## src/host_pwr_pkg.sv

```systemverilog
// Purpose: Shared constants for the host power supervisor
// Assumes: 25 MHz module clock, 1/32 s timing tick
// Notes:   Times are kept in ms, tick counts derive from them
package host_pwr_pkg;

	// ==========================================================
	// Clock and timing
	localparam int CLK_HZ        = 25_000_000;
	localparam int TICK_HZ       = 32;
	localparam int TICK_DIV      = CLK_HZ / TICK_HZ;
	localparam int RST_PULSE_MS  = 1000;
	localparam int PWRON_HOLD_MS = 250;
	localparam int LONG_HOLD_MS  = 4000;
	localparam int EXTEND_MS     = 5000;
	localparam int SECOND_MS     = 1000;
	// Least times round up, longest times round down
	localparam logic [7:0] RST_PULSE_TICKS  = 8'((RST_PULSE_MS * TICK_HZ + 999) / 1000);
	localparam logic [7:0] PWRON_HOLD_TICKS = 8'((PWRON_HOLD_MS * TICK_HZ + 999) / 1000);
	localparam logic [7:0] LONG_HOLD_TICKS  = 8'((LONG_HOLD_MS * TICK_HZ + 999) / 1000);
	localparam logic [7:0] EXTEND_TICKS     = 8'((EXTEND_MS * TICK_HZ) / 1000);
	localparam logic [4:0] SECOND_LAST_TICK = 5'((SECOND_MS * TICK_HZ) / 1000 - 1);

	// ==========================================================
	// Function mask bits
	localparam int MASK_RST_INV   = 1;
	localparam int MASK_PWR_INV   = 2;
	localparam int MASK_WD_ACTIVE = 3;
	localparam int MASK_BLANK     = 4;
	localparam int MASK_KEY_RST   = 5;
	localparam int MASK_KEY_PON   = 6;
	localparam int MASK_KEY_POFF  = 7;
	localparam logic [7:0] MASK_RESET      = 8'h00;
	localparam logic [7:0] PULSE_LEN_RESET = 8'h20;

	// ==========================================================
	// Packet types and reply layout
	localparam logic [7:0] CMD_PWR_FUNC = 8'h1C;
	localparam logic [7:0] CMD_WATCHDOG = 8'h1D;
	localparam logic [7:0] CMD_STATUS   = 8'h1E;
	localparam logic [7:0] ACK_FLAG     = 8'h40;
	localparam logic [7:0] STATUS_LEN   = 8'h0F;

	// ==========================================================
	// Register map (byte addresses) and fields
	localparam logic [7:0] REG_CMD   = 8'h00;
	localparam logic [7:0] REG_REPLY = 8'h04;
	localparam logic [7:0] REG_STAT  = 8'h08;
	localparam logic [7:0] REG_LIVE  = 8'h0C;
	localparam int CMD_TYPE_LSB  = 0;
	localparam int CMD_D0_LSB    = 8;
	localparam int CMD_D1_LSB    = 16;
	localparam int CMD_LEN_LSB   = 24;
	localparam int REPLY_VLD_BIT = 16;
	localparam int REPLY_ERR_BIT = 17;

	// ==========================================================
	// Control states
	typedef enum logic [3:0] {
		ST_IDLE = 4'h1,
		ST_RST  = 4'h2,
		ST_PON  = 4'h4,
		ST_POFF = 4'h8
	} ctl_state_t;

endpackage : host_pwr_pkg

```

## src/pulse_if.sv

```systemverilog
// Purpose: Bundle between controller and one line pulse driver
// Assumes: Single clock domain
// Notes:   Pin level is only meaningful while pin_oe is high
`timescale 1ns/1ns
`default_nettype none
interface pulse_if;
	logic       start;
	logic [7:0] len;
	logic [7:0] ext_max;
	logic       hold;
	logic       invert;
	logic       busy;
	logic       done;
	logic       pin_o;
	logic       pin_oe;

	modport drv (
		input  start, len, ext_max, hold, invert,
		output busy, done, pin_o, pin_oe
	);
	modport ctl (
		output start, len, ext_max, hold, invert,
		input  busy, done, pin_o, pin_oe
	);
endinterface : pulse_if
`default_nettype wire

```

## src/tick_divider.sv

```systemverilog
// Purpose: One-cycle enable pulse at the 1/32 s tick rate
// Assumes: DIV of at least 2
// Notes:   Phase restarts with reset
`timescale 1ns/1ns
`default_nettype none
module tick_divider #(
	parameter int DIV = host_pwr_pkg::TICK_DIV
) (
	input  wire logic clk_i,
	input  wire logic rst_i,
	output var  logic tick_o
);
	localparam int W = $clog2(DIV);
	localparam logic [W-1:0] LAST = W'(DIV - 1);

	logic [W-1:0] cnt_q;
	logic         wrap;

	// ==========================================================
	// Free-running divider
	assign wrap = (cnt_q == LAST);

	always_ff @(posedge clk_i) begin
		if (rst_i) begin
			cnt_q  <= '0;
			tick_o <= 1'b0;
		end else begin
			cnt_q  <= wrap ? '0 : cnt_q + W'(1);
			tick_o <= wrap;
		end
	end
endmodule : tick_divider
`default_nettype wire

```

## src/pulse_driver.sv

```systemverilog
// Purpose: Timed drive of one host control line, Hi-Z otherwise
// Assumes: tick_i is a one-cycle enable at 1/32 s
// Notes:   First tick of a pulse may be partial, so length is -1 tick
`timescale 1ns/1ns
`default_nettype none
module pulse_driver (
	input  wire logic clk_i,
	input  wire logic rst_i,
	input  wire logic tick_i,
	pulse_if.drv      p
);
	logic [7:0] cnt_q;
	logic [7:0] ext_q;
	logic       act_q;
	logic       inv_q;
	logic       last;
	logic       extend;

	// ==========================================================
	// End of pulse, with optional extension while held
	assign extend = p.hold && (ext_q != 8'h00);
	assign last   = act_q && tick_i && (cnt_q == 8'h01) && !extend;
	assign p.done = last;
	assign p.busy = act_q;

	always_ff @(posedge clk_i) begin
		if (rst_i) begin
			act_q <= 1'b0;
			cnt_q <= 8'h00;
			ext_q <= 8'h00;
			inv_q <= 1'b0;
		end else if (p.start && !act_q) begin
			act_q <= 1'b1;
			cnt_q <= p.len;
			ext_q <= p.ext_max;
			inv_q <= p.invert; // Polarity latched for whole pulse
		end else if (act_q && tick_i) begin
			if (cnt_q != 8'h01) begin
				cnt_q <= cnt_q - 8'h01;
			end else if (extend) begin
				ext_q <= ext_q - 8'h01;
			end else begin
				act_q <= 1'b0; // Back to Hi-Z
			end
		end
	end

	// Drive only during the pulse
	assign p.pin_o  = inv_q;
	assign p.pin_oe = act_q;
endmodule : pulse_driver
`default_nettype wire

```

## src/host_power_watchdog_ctrl.sv

```systemverilog
// Purpose: Host power, reset and watchdog supervisor with Wishbone regs
// Assumes: Keys and host sense are asynchronous, active-high levels
// Notes:   Commands are written as one word; replies read back
//
// The address map and the Wishbone interface to the registers were chosen for this implementation.
`timescale 1ns/1ns
`default_nettype none
module host_power_watchdog_ctrl #(
	parameter int TICK_DIV = host_pwr_pkg::TICK_DIV
) (
	input  wire logic        clk_i,
	input  wire logic        rst_i,
	input  wire logic        cyc_i,
	input  wire logic        stb_i,
	input  wire logic        we_i,
	input  wire logic [7:0]  adr_i,
	input  wire logic [3:0]  sel_i,
	input  wire logic [31:0] dat_i,
	output var  logic [31:0] dat_o,
	output var  logic        ack_o,
	input  wire logic        host_sense_i,
	input  wire logic        key_ur_i,
	input  wire logic        key_lr_i,
	output var  logic        host_rst_o,
	output var  logic        host_rst_oe_o,
	output var  logic        host_pwr_o,
	output var  logic        host_pwr_oe_o,
	output var  logic        display_blank_o,
	output var  logic        backlight_on_o,
	output var  logic        restart_o
);
	// ==========================================================
	// Declarations
	host_pwr_pkg::ctl_state_t state_q;
	host_pwr_pkg::ctl_state_t state_d;

	logic [2:0]  sync1_q;
	logic [2:0]  sync2_q;
	logic        host_prev_q;
	logic        host_on;
	logic        host_rise;
	logic        restart_q;
	logic        srst;
	logic        tick;
	logic [7:0]  hold_q [2];
	logic [1:0]  key_s;
	logic [7:0]  mask_q;
	logic [7:0]  plen_q;
	logic [7:0]  wd_cnt_q;
	logic [4:0]  wd_sub_q;
	logic        wd_active;
	logic        wd_fire;
	logic        blank_q;
	logic        ack_q;
	logic [31:0] dat_q;
	logic [7:0]  rep_type_q;
	logic [7:0]  rep_len_q;
	logic        rep_vld_q;
	logic        rep_err_q;
	logic [7:0]  stat_b7_q;
	logic [7:0]  stat_b8_q;
	logic        bus_req;
	logic        bus_wr;
	logic        cmd_wr;
	logic [7:0]  c_type;
	logic [7:0]  c_d0;
	logic [7:0]  c_d1;
	logic [1:0]  c_len;
	logic        ok_pwr;
	logic        ok_wd;
	logic        ok_stat;
	logic        cmd_ok;
	logic        idle;
	logic        key_rst_go;
	logic        pon_go;
	logic        poff_go;
	logic        rst_start;
	logic        pulse_end_restart;
	logic [31:0] rd_mux;
	logic [7:0]  status_b7;

	pulse_if rst_pif ();
	pulse_if pwr_pif ();

	// ==========================================================
	// Input synchronisers: host sense, upper-right, lower-right key
	// Sense chain resets high so a host on at boot is no false rise
	always_ff @(posedge clk_i) begin
		if (rst_i) begin
			sync1_q <= 3'h1;
			sync2_q <= 3'h1;
		end else begin
			sync1_q <= {key_lr_i, key_ur_i, host_sense_i};
			sync2_q <= sync1_q;
		end
	end

	assign host_on = sync2_q[0];
	assign key_s   = sync2_q[2:1];

	// Edge memory survives soft restart, else restart would repeat
	always_ff @(posedge clk_i) begin
		if (rst_i) begin
			host_prev_q <= 1'b1;
		end else begin
			host_prev_q <= host_on;
		end
	end

	assign host_rise = host_on && !host_prev_q;

	// ==========================================================
	// Soft restart: one cycle, clears all control state
	assign srst = rst_i || restart_q;

	always_ff @(posedge clk_i) begin
		if (rst_i) begin
			restart_q <= 1'b0;
		end else begin
			restart_q <= host_rise || pulse_end_restart;
		end
	end

	assign restart_o = restart_q;

	// ==========================================================
	// Common 1/32 s tick
	tick_divider #(
		.DIV (TICK_DIV)
	) u_tick (
		.clk_i  (clk_i),
		.rst_i  (srst),
		.tick_o (tick)
	);

	// ==========================================================
	// Key hold timers, saturating; run even while blanked
	for (genvar k = 0; k < 2; k++) begin : g_key
		always_ff @(posedge clk_i) begin
			if (srst || !key_s[k]) begin
				hold_q[k] <= 8'h00;
			end else if (tick && hold_q[k] != 8'hFF) begin
				hold_q[k] <= hold_q[k] + 8'h01;
			end
		end
	end

	// ==========================================================
	// Key actions; equality fires once per hold
	assign key_rst_go = mask_q[host_pwr_pkg::MASK_KEY_RST] && host_on
		&& tick && hold_q[0] == host_pwr_pkg::LONG_HOLD_TICKS;
	assign pon_go     = mask_q[host_pwr_pkg::MASK_KEY_PON] && !host_on
		&& tick && hold_q[0] == host_pwr_pkg::PWRON_HOLD_TICKS;
	assign poff_go    = mask_q[host_pwr_pkg::MASK_KEY_POFF] && host_on
		&& tick && hold_q[1] == host_pwr_pkg::LONG_HOLD_TICKS;
	assign idle       = (state_q == host_pwr_pkg::ST_IDLE);
	assign rst_start  = idle && (wd_fire || key_rst_go);

	// ==========================================================
	// Pulse requests to the line drivers
	assign rst_pif.start   = rst_start;
	assign rst_pif.len     = host_pwr_pkg::RST_PULSE_TICKS;
	assign rst_pif.ext_max = 8'h00;
	assign rst_pif.hold    = 1'b0;
	assign rst_pif.invert  = mask_q[host_pwr_pkg::MASK_RST_INV];

	assign pwr_pif.start   = idle && !rst_start && (poff_go || pon_go);
	assign pwr_pif.len     = plen_q;
	assign pwr_pif.ext_max = (state_d == host_pwr_pkg::ST_POFF) ?
		host_pwr_pkg::EXTEND_TICKS : 8'h00;
	assign pwr_pif.hold    = key_s[1];
	assign pwr_pif.invert  = mask_q[host_pwr_pkg::MASK_PWR_INV];

	pulse_driver u_rst_drv (
		.clk_i  (clk_i),
		.rst_i  (srst),
		.tick_i (tick),
		.p      (rst_pif.drv)
	);

	pulse_driver u_pwr_drv (
		.clk_i  (clk_i),
		.rst_i  (srst),
		.tick_i (tick),
		.p      (pwr_pif.drv)
	);

	// Lines float unless a driver is active
	assign host_rst_o    = rst_pif.pin_o;
	assign host_rst_oe_o = rst_pif.pin_oe;
	assign host_pwr_o    = pwr_pif.pin_o;
	assign host_pwr_oe_o = pwr_pif.pin_oe;

	// ==========================================================
	// Control state machine; commands refused outside idle
	always_comb begin
		state_d = state_q;
		case (state_q)
			host_pwr_pkg::ST_IDLE: begin
				if (rst_start) begin
					state_d = host_pwr_pkg::ST_RST;
				end else if (poff_go) begin
					state_d = host_pwr_pkg::ST_POFF;
				end else if (pon_go) begin
					state_d = host_pwr_pkg::ST_PON;
				end
			end
			host_pwr_pkg::ST_RST: begin
				if (rst_pif.done) begin
					state_d = host_pwr_pkg::ST_IDLE;
				end
			end
			host_pwr_pkg::ST_PON, host_pwr_pkg::ST_POFF: begin
				if (pwr_pif.done) begin
					state_d = host_pwr_pkg::ST_IDLE;
				end
			end
			default: begin
				state_d = host_pwr_pkg::ST_IDLE;
			end
		endcase
	end

	// Reset and power-on pulses end in a device restart
	assign pulse_end_restart =
		(state_q == host_pwr_pkg::ST_RST && rst_pif.done) ||
		(state_q == host_pwr_pkg::ST_PON && pwr_pif.done);

	always_ff @(posedge clk_i) begin
		if (srst) begin
			state_q <= host_pwr_pkg::ST_IDLE;
		end else begin
			state_q <= state_d;
		end
	end

	// ==========================================================
	// Wishbone classic slave: ack one cycle after strobe
	assign bus_req = cyc_i && stb_i;
	assign bus_wr  = bus_req && we_i && ack_q; // Takes effect at ack edge
	assign cmd_wr  = bus_wr && adr_i[7:2] == host_pwr_pkg::REG_CMD[7:2]
		&& sel_i == 4'hF; // Partial command words ignored

	always_ff @(posedge clk_i) begin
		if (rst_i) begin
			ack_q <= 1'b0;
			dat_q <= 32'h0000_0000;
		end else begin
			ack_q <= bus_req && !ack_q;
			if (bus_req && !ack_q && !we_i) begin
				dat_q <= rd_mux;
			end
		end
	end

	assign ack_o = ack_q;
	assign dat_o = dat_q;

	// ==========================================================
	// Read decode; unmapped and command word read as zero
	assign status_b7 = {mask_q[7:4], wd_active, mask_q[2:0]};

	assign rd_mux =
		(adr_i[7:2] == host_pwr_pkg::REG_REPLY[7:2]) ?
			{14'h0000, rep_err_q, rep_vld_q, rep_len_q, rep_type_q} :
		(adr_i[7:2] == host_pwr_pkg::REG_STAT[7:2]) ?
			{16'h0000, stat_b8_q, stat_b7_q} :
		(adr_i[7:2] == host_pwr_pkg::REG_LIVE[7:2]) ?
			{8'h00, mask_q, wd_cnt_q, 3'h0, pwr_pif.busy,
			 rst_pif.busy, wd_active, blank_q, host_on} :
		32'h0000_0000;

	// ==========================================================
	// Command decode
	assign c_type  = dat_i[host_pwr_pkg::CMD_TYPE_LSB +: 8];
	assign c_d0    = dat_i[host_pwr_pkg::CMD_D0_LSB +: 8];
	assign c_d1    = dat_i[host_pwr_pkg::CMD_D1_LSB +: 8];
	assign c_len   = dat_i[host_pwr_pkg::CMD_LEN_LSB +: 2];
	assign ok_pwr  = c_type == host_pwr_pkg::CMD_PWR_FUNC
		&& (c_len == 2'h1 || c_len == 2'h2);
	assign ok_wd   = c_type == host_pwr_pkg::CMD_WATCHDOG && c_len == 2'h1;
	assign ok_stat = c_type == host_pwr_pkg::CMD_STATUS && c_len == 2'h0;
	assign cmd_ok  = idle && (ok_pwr || ok_wd || ok_stat);

	// Function mask and pulse length; bit 3 is status-only
	always_ff @(posedge clk_i) begin
		if (srst) begin
			mask_q <= host_pwr_pkg::MASK_RESET;
			plen_q <= host_pwr_pkg::PULSE_LEN_RESET; // 1 s default
		end else if (cmd_wr && idle && ok_pwr) begin
			mask_q <= c_d0 & 8'hF7;
			if (c_len == 2'h2) begin
				plen_q <= (c_d1 == 8'h00) ? 8'h01 : c_d1;
			end
		end
	end

	// ==========================================================
	// Reply and status snapshot
	always_ff @(posedge clk_i) begin
		if (srst) begin
			rep_type_q <= 8'h00;
			rep_len_q  <= 8'h00;
			rep_vld_q  <= 1'b0;
			rep_err_q  <= 1'b0;
			stat_b7_q  <= 8'h00;
			stat_b8_q  <= 8'h00;
		end else if (cmd_wr) begin
			rep_vld_q  <= 1'b1;
			rep_err_q  <= !cmd_ok;
			rep_type_q <= cmd_ok ? (c_type | host_pwr_pkg::ACK_FLAG) : c_type;
			rep_len_q  <= (cmd_ok && ok_stat) ? host_pwr_pkg::STATUS_LEN : 8'h00;
			if (cmd_ok && ok_stat) begin
				stat_b7_q <= status_b7;
				stat_b8_q <= wd_cnt_q;
			end
		end
	end

	// ==========================================================
	// Watchdog: off after any restart, counts whole seconds
	assign wd_active = (wd_cnt_q != 8'h00);
	assign wd_fire   = wd_active && tick && idle
		&& wd_sub_q == host_pwr_pkg::SECOND_LAST_TICK && wd_cnt_q == 8'h01;

	always_ff @(posedge clk_i) begin
		if (srst) begin
			wd_cnt_q <= 8'h00;
			wd_sub_q <= 5'h00;
		end else if (cmd_wr && idle && ok_wd) begin
			wd_cnt_q <= c_d0; // Zero disables
			wd_sub_q <= 5'h00;
		end else if (wd_active && tick && idle) begin
			if (wd_sub_q == host_pwr_pkg::SECOND_LAST_TICK) begin
				wd_sub_q <= 5'h00;
				wd_cnt_q <= wd_cnt_q - 8'h01;
			end else begin
				wd_sub_q <= wd_sub_q + 5'h01;
			end
		end
	end

	// ==========================================================
	// Display blanking; fan outputs are not touched here
	always_ff @(posedge clk_i) begin
		if (srst) begin
			blank_q <= 1'b0;
		end else begin
			blank_q <= mask_q[host_pwr_pkg::MASK_BLANK] && !host_on;
		end
	end

	assign display_blank_o = blank_q;
	assign backlight_on_o  = !blank_q;

endmodule : host_power_watchdog_ctrl
`default_nettype wire

```

## config.mk

```make
export PLATFORM = sky130hd
export DESIGN_NAME = host_power_watchdog_ctrl
export DESIGN_NICKNAME = d
export VERILOG_FILES = /design/src/host_pwr_pkg.sv /design/src/pulse_if.sv /design/src/tick_divider.sv /design/src/pulse_driver.sv /design/src/host_power_watchdog_ctrl.sv
export SDC_FILE = /design/constraint.sdc
export NUM_CORES = 1
export LEC_CHECK = 0
export BUFFER_PORTS_ARGS = -buffer_cell sky130_fd_sc_hd__buf_2
export CAP_MARGIN = 25
export CELL_PAD_IN_SITES_DETAIL_PLACEMENT = 0
export CELL_PAD_IN_SITES_GLOBAL_PLACEMENT = 2
export CORE_MARGIN = 3
export CORE_UTILIZATION = 33
export DETAILED_ROUTE_END_ITERATION = 8
export PLACE_DENSITY_LB_ADDON = 0.1
export SLEW_MARGIN = 25
export SYNTH_ARGS = -nofsm -noshare
export SYNTH_HDL_FRONTEND = slang
export SYNTH_HIERARCHICAL = 1
export SYNTH_SLANG_ARGS = --single-unit
```

## constraint.sdc

```tcl
create_clock -name clk_i -period 2.9 [get_ports clk_i]
set_input_delay 0.58 -clock clk_i [delete_from_list [all_inputs] [get_ports clk_i]]
set_output_delay 0.58 -clock clk_i [all_outputs]
set_load 0.02 [all_outputs]
```

==> run summary <==
Die Area = 27300 um2
Wire per inst = 16.9 um
CP Launch Type = register
Peak supply drop = 0.303 mV
R2r setup slk = 0.24 ns
Row cnt = 57
Max_slew headroom = 38.9%
Count of TritonRoute iterations in the first routing pass = 5
CTS sink count = 165
Post-Route Setup TNS = 0 ns
Yosys reg bits = 165
Number of buffers created by CTS = 17
Placed inst area = 9290 um2
Fin nets = 1111
Overall power = 4.75 mW
DP Cell Count = 1342
Diode count = 0
Placeable Area = 24600 um2
Slew @ Worst Pin = 0.916 ns
Final max-slew violation count = 0
Largest net degree at the start of global routing = 33
Hold WC Path Type = in2reg
Primary FF master, synth = dfxtp_1
Initial antenna violation count = 0
CTS root buffer = clkbuf_16
Vias = 6957
Clk buf depth = 2
Worst stage delay on the critical path = 0.50 ns
Drt first-iter violations = 372
Mean Syn Cell Area = 9.06 um2
Status = finished, final reports clean
Worst Skew = 0.0141 ns
Syn-to-layout area delta = 18.1%
Worst-path maximum fanout = 10
Die X = 165 um
Number of synthesized flops with an enable pin = 16
Yosys cell types = 74
Fin Hold WS = 0.341 ns
Netlist Area Pre-Place = 8380 um2
Via-to-Cell Ratio = 5.06
Final Hold Vio Count = 0
GRT Total Usage = 17.4%
Post-route clock period utilization = 91.9%
Worst-Skew Late Latency = 0.43 ns
Die Ht = 165 um
RSZ-0062 raised after global routing = no
Critical Path RT = 3.22 ns
Post-route insts no fill = 1374
Leakage = 3.88 nW
RePlAce Congestion = 0.765
TritonCTS clock tree = done
Ys Warns = 6
Detailed Place HPWL = 16.6 mm
Setup Viol. Count Final = 0
Setup crit end kind = register
Commonest cells after routing, fill and taps aside = dfxtp_1 (149), nor2_1 (133), buf_2 (74)
Fmax = 0.375 GHz
Grt ovf = 0
H-tree levels = 4
Sequential cell area fraction in the yosys report = 41.3%
Slowest-stage cell, CP = or4b_4
Final instance area = 9890 um2
First-pass GRT wire length = 37.3 mm
Vias in the first global route = 6746
Worst EP arrival = 2.98 ns
Share of cells above drive strength 1 = 18.3%
Commonest non-fill, non-tap cell in the layout = dfxtp_1
Post-DRT Antenna Nets = 0
IO Count = 92
Syn Inst Count = 925
Max-cap violations = 0
Final min period = 2.66 ns
Initial core utilization = 34.1%
Slack of the critical path = 0.236 ns
Residual DRC = 0
Placement Setup Slack = -0.0643 ns
Postcts setup bufs = 0
Pwr/cell area = 480 nW/um2
CP cell instances = inv_1 -> ha_1 -> or4b_4 -> nor4_4 -> a311oi_2 -> nor2b_1 -> nor2b_1 -> buf_4 -> nor3_1 -> nor3_1 -> and3b_1
Utilization after layout = 40.2%
Crit path kind = reg2reg
# port buffers = 74
Clk slew on worst S/H paths = 0.07 ns
Total wire length = 23.2 mm
Asr flop ratio synth = 0%
==> kinds of logic (layout without fill, tap and decap cells) <==
logic type	after synthesis	in the layout	share of synthesized area [%]
AOI/OAI and AO/OA	172	172	14.5
other	2	33	0.0896
DFF	165	165	41.3
xor gates and xnor gates	38	38	3.97
adders and majority gates	22	22	3.29
and+or+nand+nor	391	391	26.1
buffers and inverters	89	183	5.24
muxes	46	46	5.50
==> power breakdown <==
group	internal (mW)	switching (mW)	total, mW
Sequential	2.32	0.0191	2.34
Combinational	0.0707	0.144	0.215
Clock	1.22	0.975	2.20
Total	3.61	1.14	4.75
==> state kept, by name (all words and copies together), names as in the netlist, 3 cells and up <==
name	cells
u_pwr_drv/cnt_q	8
mask_q	7
u_tick/cnt_q	20
hold_q	16
rep_type_q	8
wd_cnt_q	8
stat_b8_q	8
plen_q	8
sync1_q	3
dat_o	23
sync2_q	3
u_pwr_drv/ext_q	8
stat_b7_q	8
u_rst_drv/ext_q	8
state_q	4
wd_sub_q	5
u_rst_drv/cnt_q	8
==> cell usage after synthesis (22+ instances only) <==
| cell | instances | area [um2] |
|---|---|---|
| a21oi_1 | 35 | 175 |
| clkbuf_1 | 27 | 101 |
| dfxtp_1 | 149 | 2980 |
| ha_1 | 22 | 275 |
| inv_1 | 35 | 131 |
| mux2i_1 | 46 | 460 |
| nand2_1 | 44 | 165 |
| nand3_1 | 39 | 195 |
| nor2_1 | 133 | 499 |
| nor3_1 | 41 | 205 |
| o21ai_0 | 40 | 200 |
| xnor2_1 | 22 | 193 |
==> layout make-up <==
class | count | area (um2)
multi-input cells | 702 | 4630
clock inverters | 9 | 65.1
flip-flops and latches | 165 | 3460
well taps | 324 | 405
fillers | 2558 | 14700
clock buffers | 23 | 499
repair buffers | 114 | 687
inverters | 37 | 139
==> path summary, 6_finish.rpt <==
kind / from / to / depth (start not counted)
max reg2reg: hold_q[0][1] / u_pwr_drv/ext_q[7] / 11
min reg2reg: sync1_q[0] / sync2_q[0] / 1
max: hold_q[0][1] / u_pwr_drv/ext_q[7] / 11
min: host_sense_i / sync1_q[0] / 2
==> critical path, delay by kind of cell, from the launching register on <==
| kind | cells | cell delay (ns) |
|---|---|---|
| adder cells (fa/ha/maj) | 1 | 0.15 |
| AO/OA/AOI/OAI | 1 | 0.12 |
| flip-flops | 1 | 0.43 |
| buffers and inverters | 2 | 0.27 |
| AND/OR/NAND/NOR | 7 | 1.59 |
==> metal layers <==
layer	global-route usage [%]	share of wire [%]	vias to the layer above	routed length, um
met5	0	0	-	0
met4	4.54	1.1	0	244
met3	3.04	3.6	20	829
met2	26.7	43	121	10100
met1	25.3	52	3269	12100
li1	-	-	3547	-
==> repair_timing <==
| action | 4_1_cts | 5_1_grt |
|---|---|---|
| hold buffers | 0 | 0 |
| endpoints found under the hold margin | 0 | 0 |
| resized for setup | 1 | 5 |
| pin swaps | 0 | 0 |
| setup endpoints to repair | 12 | 21 |
No activity file was read; power rests on OpenSTA's default activity.
